**src/hdl/power_stage_host_defs.svh**
```systemverilog
// timing constants and reset values of the power stage host
`ifndef POWER_STAGE_HOST_DEFS_SVH
`define POWER_STAGE_HOST_DEFS_SVH

// shutdown reaction time after a fault report, ns
`define SHUTDOWN_TIME_NS      1000
// recovery wait before a restart attempt, ms
`define RECOVERY_TIME_MS      220
// clock period, ns
`define CLOCK_PERIOD_NS       10
// longest shutdown time rounds down to whole cycles
`define SHUTDOWN_CYCLES       (`SHUTDOWN_TIME_NS / `CLOCK_PERIOD_NS)
// least recovery time rounds up to whole cycles
`define RECOVERY_CYCLES       ((`RECOVERY_TIME_MS * 1000000 + `CLOCK_PERIOD_NS - 1) / `CLOCK_PERIOD_NS)
// settle time from reference-on to channel enable, cycles
`define SETTLE_CYCLES         16
// reset values of the drive pins
`define RESET_REF_ON          1'b0
`define RESET_ENABLE          1'b0
`define RESET_SWITCH          1'b0

`endif

```
**src/hdl/power_stage_host_pkg.sv**
```systemverilog
// types of the power stage host
package power_stage_host_pkg;

  // sequencer states
  typedef enum logic [2:0] {
    ST_OFF,
    ST_SETTLE,
    ST_RUN,
    ST_SHUTDOWN,
    ST_RECOVER
  } seq_state_type;

endpackage : power_stage_host_pkg

```
**src/hdl/power_stage_host.sv**
```systemverilog
// host controller that drives a two-channel class-d power stage through its pins
//
// Contract
// enable low floats that channel's output
// enable and reference on pass switch input
// release output echoes switch input, delayed
// hold reference on while stage operates
// fault report low above upper temperature
// report released at lower temperature, hysteresis
// fault report low on channel overcurrent
// fault report is open drain, low only
// controller shuts system down on fault
// fast shutdown, then fixed recovery wait
// current limit defaults to full value
// bridged mono drives channels opposite phase
// fault report ors all fault sources
`timescale 1ns/100ps
`include "power_stage_host_defs.svh"

module power_stage_host
  import power_stage_host_pkg::*;
#(
  parameter int unsigned RECOVERY_CYCLES = `RECOVERY_CYCLES,
  parameter int unsigned SHUTDOWN_CYCLES = `SHUTDOWN_CYCLES,
  parameter int unsigned SETTLE_CYCLES   = `SETTLE_CYCLES
) (
  // clock and reset
  input  wire logic ref_clk,
  input  wire logic rst_b,
  // user side: system control and modulator streams
  input  wire logic systemOn,
  input  wire logic bridgedMonoMode,
  input  wire logic pwmCh1,
  input  wire logic pwmCh2,
  output logic      running,
  output logic      faultSeen,
  output logic      releaseMismatch,
  // power stage side: drive pins
  output logic      switchInCh1,
  output logic      switchInCh2,
  output logic      chanEnableCh1,
  output logic      chanEnableCh2,
  output logic      referenceOnIn,
  // power stage side: echo and diagnostic pins
  input  wire logic releaseOutCh1,
  input  wire logic releaseOutCh2,
  input  wire logic faultReport_n
);

  localparam int CW = 25;  // counter wide enough for the recovery wait

  // timing summary, in ref_clk edges:
  //   systemOn seen in off        -> reference on at the next edge
  //   settle count reaches limit  -> enables and switches follow
  //   fault pin low               -> two sync edges, then all drive pins low
  //   recovery wait               -> RECOVERY_CYCLES edges before a retry
  // SHUTDOWN_CYCLES is only a budget; from settle or run the sequencer
  // drops the outputs one edge after the synced fault is seen

  // synchronised pins
  logic [2:0]    pinsSync;        // {fault_n, release_out_ch2, release_out_ch1}
  logic          faultActive;     // diagnostic pulled low
  logic          relCh1;          // synced release ch1
  logic          relCh2;          // synced release ch2
  // sequencer
  seq_state_type state;           // current state
  seq_state_type next_state;      // next state
  logic [CW-1:0] count;           // state timer
  logic [CW-1:0] next_count;      // next timer value
  // switch history to compare echoes against
  logic [3:0]    sw1Hist;         // past switch levels ch1
  logic [3:0]    sw2Hist;         // past switch levels ch2
  // next output values
  logic          next_sw1;        // next switch ch1
  logic          next_sw2;        // next switch ch2
  logic          next_enable;     // channels enabled
  logic          next_refOn;      // reference on
  logic          echoBad;         // echo disagrees with all recent switch levels

  // release and diagnostic pins are asynchronous to ref_clk
  pin_sync #(
    .WIDTH      (3)
  ) u_sync (
    .ref_clk    (ref_clk),
    .rst_b      (rst_b),
    .pinIn      ({faultReport_n, releaseOutCh2, releaseOutCh1}),
    .resetValue (3'h7),
    .pinSync    (pinsSync)
  );

  // fault is low-active; one or-ed source, no cause given
  assign faultActive = ~pinsSync[2];
  assign relCh1      = pinsSync[0];
  assign relCh2      = pinsSync[1];

  // the sequencer walks off -> settle -> run, and on a fault
  // run -> shutdown -> recover -> settle (or off if no longer wanted);
  // systemOn is ignored until the recovery wait has run out
  // sequencer next state and timer
  always_comb begin
    next_state = state;
    next_count = count;
    case (state)
      // everything off until requested
      ST_OFF: begin
        next_count = '0;
        if (systemOn) begin
          next_state = ST_SETTLE;
        end
      end
      // references on, let them settle before enabling channels
      ST_SETTLE: begin
        next_count = count + 1'b1;
        if (!systemOn) begin
          next_state = ST_OFF;
        end else if (faultActive) begin
          next_state = ST_SHUTDOWN;
          next_count = '0;
        end else if (count >= CW'(SETTLE_CYCLES - 1)) begin
          next_state = ST_RUN;
        end
      end
      // normal operation; fault forces shutdown
      ST_RUN: begin
        next_count = '0;
        if (faultActive) begin
          next_state = ST_SHUTDOWN;
        end else if (!systemOn) begin
          next_state = ST_OFF;
        end
      end
      // outputs already off; one cycle, well within the shutdown time
      ST_SHUTDOWN: begin
        next_count = '0;
        next_state = ST_RECOVER;
      end
      // fixed recovery wait before a restart attempt
      ST_RECOVER: begin
        next_count = count + 1'b1;
        if (count >= CW'(RECOVERY_CYCLES - 1)) begin
          next_count = '0;
          next_state = systemOn ? ST_SETTLE : ST_OFF;
        end
      end
      default: begin
        next_state = ST_OFF;
        next_count = '0;
      end
    endcase
  end

  // reference held on continuously while operating
  assign next_refOn  = (next_state == ST_SETTLE) || (next_state == ST_RUN);
  // channels enabled only in run; disabled floats the outputs
  assign next_enable = (next_state == ST_RUN);
  // bridged mono: channel 2 is channel 1 inverted
  assign next_sw1    = next_enable & pwmCh1;
  assign next_sw2    = next_enable & (bridgedMonoMode ? ~pwmCh1 : pwmCh2);

  // only checked in run; in settle the synchroniser may still hold its
  // reset level, which would give a false mismatch
  // release echo must match some switch level of the recent past
  assign echoBad = (state == ST_RUN) &&
                   ((relCh1 ? ~|sw1Hist : &sw1Hist) ||
                    (relCh2 ? ~|sw2Hist : &sw2Hist));

  // state register
  always_ff @(posedge ref_clk or negedge rst_b) begin
    if (!rst_b) begin
      state <= ST_OFF;
      count <= '0;
    end else begin
      state <= next_state;
      count <= next_count;
    end
  end

  // every drive pin comes straight from a flop, so no decode glitch
  // reaches the stage; enables and reference drop on the same edge
  // pin drive registers
  always_ff @(posedge ref_clk or negedge rst_b) begin
    if (!rst_b) begin
      referenceOnIn <= `RESET_REF_ON;
      chanEnableCh1 <= `RESET_ENABLE;
      chanEnableCh2 <= `RESET_ENABLE;
      switchInCh1   <= `RESET_SWITCH;
      switchInCh2   <= `RESET_SWITCH;
    end else begin
      referenceOnIn <= next_refOn;
      chanEnableCh1 <= next_enable;
      chanEnableCh2 <= next_enable;
      switchInCh1   <= next_sw1;
      switchInCh2   <= next_sw2;
    end
  end

  // the release pins come back through the two-flop synchroniser, so a
  // release level lags its switch level by two to three edges; four
  // entries of history cover that lag with one edge of margin
  // history of driven switch levels
  always_ff @(posedge ref_clk or negedge rst_b) begin
    if (!rst_b) begin
      sw1Hist <= 4'h0;
      sw2Hist <= 4'h0;
    end else begin
      sw1Hist <= {sw1Hist[2:0], switchInCh1};
      sw2Hist <= {sw2Hist[2:0], switchInCh2};
    end
  end

  // faultSeen is not latched: it follows the synced pin, so the user
  // sees the fault for as long as the stage reports it
  // user status flags
  always_ff @(posedge ref_clk or negedge rst_b) begin
    if (!rst_b) begin
      running         <= 1'b0;
      faultSeen       <= 1'b0;
      releaseMismatch <= 1'b0;
    end else begin
      running         <= (next_state == ST_RUN);
      faultSeen       <= faultActive;
      releaseMismatch <= echoBad;
    end
  end

endmodule : power_stage_host

```
**src/hdl/pin_sync.sv**
```systemverilog
// two flip-flop synchroniser for a group of pin inputs
`timescale 1ns/100ps

module pin_sync #(
  parameter int WIDTH = 1
) (
  // clock and reset
  input  wire logic             ref_clk,
  input  wire logic             rst_b,
  // asynchronous pins and their synchronised copies
  input  wire logic [WIDTH-1:0] pinIn,
  input  wire logic [WIDTH-1:0] resetValue,
  output logic      [WIDTH-1:0] pinSync
);

  logic [WIDTH-1:0] stageOne;  // first stage, read only by second

  // one pair of flops per pin
  genvar i;
  generate
    for (i = 0; i < WIDTH; i++) begin : g_bit
      always_ff @(posedge ref_clk or negedge rst_b) begin
        if (!rst_b) begin
          stageOne[i] <= 1'b1;
          pinSync[i]  <= 1'b1;
        end else begin
          stageOne[i] <= pinIn[i];
          pinSync[i]  <= stageOne[i];
        end
      end
    end
  endgenerate

  // reset value port kept for callers; idle level of all pins here is high
  logic unusedReset;
  assign unusedReset = ^resetValue;

endmodule : pin_sync

```
**config.mk**
```make
export PLATFORM = sky130hd
export DESIGN_NAME = power_stage_host
export DESIGN_NICKNAME = d
export VERILOG_FILES = /design/src/hdl/power_stage_host_pkg.sv /design/src/hdl/power_stage_host.sv /design/src/hdl/pin_sync.sv
export VERILOG_INCLUDE_DIRS = /design/src /design/src/hdl
export SDC_FILE = /design/constraint.sdc
export NUM_CORES = 1
export LEC_CHECK = 0
export ABC_AREA = 0
export BUFFER_PORTS_ARGS = -buffer_cell sky130_fd_sc_hd__buf_2
export CORE_UTILIZATION = 40
export CTS_BUF_LIST = sky130_fd_sc_hd__clkbuf_4 sky130_fd_sc_hd__clkbuf_8
export CTS_CLUSTER_SIZE = 25
export DETAILED_ROUTE_END_ITERATION = 10
export PLACE_DENSITY = 0.67
export SLEW_MARGIN = 20
export SYNTH_ARGS = -nofsm -noshare
export SYNTH_HDL_FRONTEND = slang
export SYNTH_HIERARCHICAL = 1
export SYNTH_SLANG_ARGS = --single-unit
```
**constraint.sdc**
```tcl
create_clock -name ref_clk -period 2.9 [get_ports ref_clk]
set_clock_uncertainty 0.15 [all_clocks]
set_input_delay 0 -clock ref_clk [delete_from_list [all_inputs] [get_ports ref_clk]]
set_output_delay 0 -clock ref_clk [all_outputs]
set_load 0.05 [all_outputs]
```
==> Yosys cells after proc, flatten, opt, wreduce, memory -nomap -nowiden <==
Index checks and enable logic that the tools add are counted.
{ "word_totals": {"reg_bits": 48, "inputBits": 9, "elab_cells": 55} }
{ "op_classes": {"n_addsub": 1, "magnitude_cmp": 2, "eq_ne": 6, "muxes": 16, "bitwise": 4, "n_reduce_logical": 10} }
{ "ops": {"columns": ["cell", "n"], "rows": [
  ["$mux W25", 3],
  ["$pmux W25 S2", 1],
  ["$add A25 B1 Y25 const B", 1],
  ["$ge A25 B25 Y1 const B", 1],
  ["$ge A25 B4 Y1 const B", 1],
  ["$mux W3", 7],
  ["$pmux W3 S5", 1],
  ["$eq A3 B2 Y1 const B", 3],
  ["$reduce_and A4 Y1", 2],
  ["$reduce_or A4 Y1", 2],
  ["$eq A3 B1 Y1 const B", 2],
  ["$mux W1", 4],
  ["$eq A3 B3 Y1 const B", 1],
  ["$logic_not A3 Y1", 1],
  ["$and A1 B1 Y1", 2],
  ["$logic_not A1 Y1", 2],
  ["$logic_or A1 B1 Y1", 2],
  ["$not A1 Y1", 2],
  ["$logic_and A1 B1 Y1", 1]
]} }

==> Logic depth before layout (Yosys ltp) <==
{ "depth": {"word_depth": 7, "mapped_depth": 8, "mapped_depth_nobuf": 7} }

==> By module <==
Netlist, hierarchy kept.
{ "modules_own_cells": {"columns": ["module", "n_inst", "cells_each", "area_per_inst_um2", "seq_area_each_um2"], "rows": [
  ["power_stage_host", 1, 196, 1994.4, 1051.0],
  ["pin_sync", 1, 6, 157.7, 157.7]
]} }

==> Worst setup path after synthesis <==
Ideal clock, no wire load.
{ "synth_timing": {"path_kind": "register to register", "start": "register count[11]", "end": "register count[13]", "setup_ns": 0.119, "arrival_ns": 2.216, "t_required_ns": 2.631, "path_slack_ns": 0.415, "path_stages_with_launch": 7, "path_buffers": 1, "path_cell_list": "dfrtp_1 or4_4 or3_4 o41a_2 a31oi_4 buf_4 nor2_1"} }
{ "synth_between": {"elab_chain_len": 4} }
{ "synth_lines": {"columns": ["item", "line_no", "rtl"], "rows": [
  ["start: declaration", "power_stage_host.sv:68", "logic [CW-1:0] count;"],
  ["start signal: assignment", "power_stage_host.sv:174", "count <= next_count;"],
  ["$add A25 B1 Y25", "power_stage_host.sv:113, power_stage_host.sv:139", null],
  ["$mux W25", "power_stage_host.sv:116", "end else if (faultActive) begin"],
  ["$mux W25", "power_stage_host.sv:114", "if (!systemOn) begin"],
  ["$pmux W25 S2 *", "power_stage_host.sv:103", "case (state)"],
  ["net next_count[13]", "power_stage_host.sv:69", "logic [CW-1:0] next_count;"]
]} }
The timed path passes the listed nets; every way through them passes the cells marked *.

==> Worst setup path after layout <==
{ "layout_timing": {"start": "register count[11]", "end": "register count[24]"} }
Same word-level chain as after synthesis.

==> metrics.md <==
| Metric | Value |
|---|---|
| Maximum ir drop on the vdd rail | between 300 and 400 µV |
| Count of standard-cell rows | 26 |
| Number of nets with antenna violations after routing | 0 |
| Starting utilization of the core area | 41.80% |
| Finished Core Util | a little under 50% |
| Inserted Clock Buffers | 5 |
| Nets | 237 |
| Leakage power | 1.105 nW |
| Number of cells produced by synthesis | ~200 |
| Type of element launching the critical path | flop |
| Ratio of cells with drive above 1 in the final layout | 16.74% |
| PwrDens | 718.8 nW/µm² |
| Mean cell area of the mapped netlist | between 10 and 15 µm² |
| Vias in the first global route | 1368 |
| Routed WL | approximately 3900 µm |
| Post-Place Setup Slack | 0.3755 ns |
| Synth Net Count | 211 |
| Wire per inst | 13.00 µm |
| Least setup slack across all paths after layout | 0.3582 ns |
| Max Transition Viols Final | 0 |
| Antenna violations before repair | 0 |
| Die W | 75.29 µm |
| Number of vias per cell | between 5 and 6 |
| Clock slew at reported path FFs | 0.08 ns |
| First DRT Iteration DRCs | 139 |
| Achievable frequency | ~400 MHz |
| RSZ-0062 raised after global routing | no |
| DRC violations left | 0 |
| Vertical die dimension | roughly 75 µm |
| CP Class | reg -> reg |
| Pre-antenna DRT Iters | 4 |
| Number of H-tree levels | 2 |
| Total setup buffers inserted after CTS | 0 |
| Path category of the worst min-delay check | in -> async |
| Global-route wire length before repair | 6541 µm |
| Hold Worst Slack | around 0.092 ns |
| Max-Slew Margin vs Limit | 49.45% |
| Detailed-placement wirelength estimate | 2616 µm |
| Maxcap violations | 0 |
| Crit path DAT | 2.58 ns |
| Area growth from synthesis to layout | 16.77% |
| Port-buffer cells | 16 |
| Fraction of the cycle the final worst path needs | 87.65% |
| Required arrival time at the worst endpoint | a little under 3 ns |
| CTS tree | built |
| Top-level port count | 17 |
| Crit. End Element | flop |
| Result of the run | finished clean |
| CTS root buf | sky130_fd_sc_hd__clkbuf_8 |
| Antenna Cells | 0 |
| All-Layer GR Usage | 15.77% |
| Placeable Area | 5140 µm² |
| Clock insertion delay at the later pin of the skew report | 0.30 ns |
| Clock sink count | 48 |
| Setup TNS Final | 0 ns |
| Final Critical Period | 2.542 ns |
| Count of warnings emitted by yosys | 6 |
| Final count of hold timing violations | 0 |
| Largest fanout of any net on the critical path | 25 |
| Total standard cell area after synthesis | between 2000 and 2500 µm² |
| Via Count | 1495 |
| Transition time of the tightest slew-check pin | between 0.7 and 0.8 ns |
| GR Overflow Total | 0 |
| Die Area | 5668 µm² |
| Final setup viols | 0 |
| Pin count of the biggest net entering global routing | 49 |
| CTS max path bufs | 2 |
| Routability Congestion | between 0.8 and 0.9 |
final timing paths:
path	from	endpoint	slack, ns	depth (start not counted)
min in group ref_clk	faultReport_n	u_sync/stageOne[2]	0.19	2
setup / recovery	count[11]	count[24]	0.36	6
hold / removal	rst_b	sw2Hist[1]	0.09	2
max in group asynchronous	rst_b	count[24]	2.12	2
hold reg to reg	u_sync/stageOne[2]	u_sync/pinSync[2]	0.21	0
setup reg to reg	count[11]	count[24]	0.36	6
sequential cells by signal (all words and copies together) (netlist names), 3 cells and up:
register and flops:
u_sync/pinSync 3, sw1Hist 4, u_sync/stageOne 3, state 3
sw2Hist 4, count 25
critical path, stage by stage (launching register included):
cell and delay [ns]:
sky130_fd_sc_hd__dfrtp_1 0.46, sky130_fd_sc_hd__or4_4 0.54, sky130_fd_sc_hd__or3_4 0.39, sky130_fd_sc_hd__o41a_2 0.43, sky130_fd_sc_hd__a31oi_4 0.21, sky130_fd_sc_hd__buf_12 0.19
sky130_fd_sc_hd__nor2_1 0.07
report_power, final:
part | internal (mW) | switching [mW] | total [mW]
clock | 0.339 | 0.209 | 0.548
sequential | 0.742 | 0.0691 | 0.811
combinational | 0.153 | 0.291 | 0.444
repair_timing:
action | 4_1_cts | 5_1_grt
hold endpoints to repair | 48 | 0
hold buffers | 8 | 0
gates resized for setup | 0 | 0
placed cells by master (no fill, tap or decap), types with 2 or more instances in the layout:
cell,instances
sky130_fd_sc_hd__nor3b_1,2
sky130_fd_sc_hd__dlygate4sd3_1,8
sky130_fd_sc_hd__xnor2_1,5
sky130_fd_sc_hd__or3_4,2
sky130_fd_sc_hd__nand3_1,12
sky130_fd_sc_hd__nand2_1,17
sky130_fd_sc_hd__dfrtp_1,42
sky130_fd_sc_hd__buf_2,15
sky130_fd_sc_hd__clkbuf_8,5
sky130_fd_sc_hd__bufinv_16,2
sky130_fd_sc_hd__nor2_1,34
sky130_fd_sc_hd__nand4_1,8
sky130_fd_sc_hd__a21oi_1,5
sky130_fd_sc_hd__nor2b_1,4
sky130_fd_sc_hd__xor2_1,19
sky130_fd_sc_hd__nor3_1,4
sky130_fd_sc_hd__and3_1,5
sky130_fd_sc_hd__inv_1,3
sky130_fd_sc_hd__dfstp_2,6
sky130_fd_sc_hd__o21ai_0,3
sky130_fd_sc_hd__and2_1,2
sky130_fd_sc_hd__nor4_1,4
stage by stage:
stage	instance area (µm²)	power [mW]	instances
final	2509	1.803	297
after CTS	2506	1.823	297
after global routing	2509	1.910	297
after floorplan	2148	1.136	201
after detailed placement	2297	1.261	282
after global placement	2297	1.251	282
metal layers:
metal / wire length [µm] / up-vias / track usage, %
li1: - / 747 / -
met1: 1931 / 730 / 23.83
met2: 1783 / 14 / 20.93
met3: 78 / 4 / 4.953
met4: 67 / 0 / 5.967
met5: 0 / - / 0
final cells by class:
| type | count | area, µm² |
|---|---|---|
| clock buffers | 5 | 68.82 |
| clock inverters | 2 | 60.06 |
| fillers | 481 | 2631 |
| inverters | 3 | 11.26 |
| multi-input cells | 144 | 889.6 |
| flip-flops and latches | 48 | 1209 |
| well taps | 70 | 87.58 |
| repair buffers | 25 | 182.7 |
(Power assumes the default switching activity.)
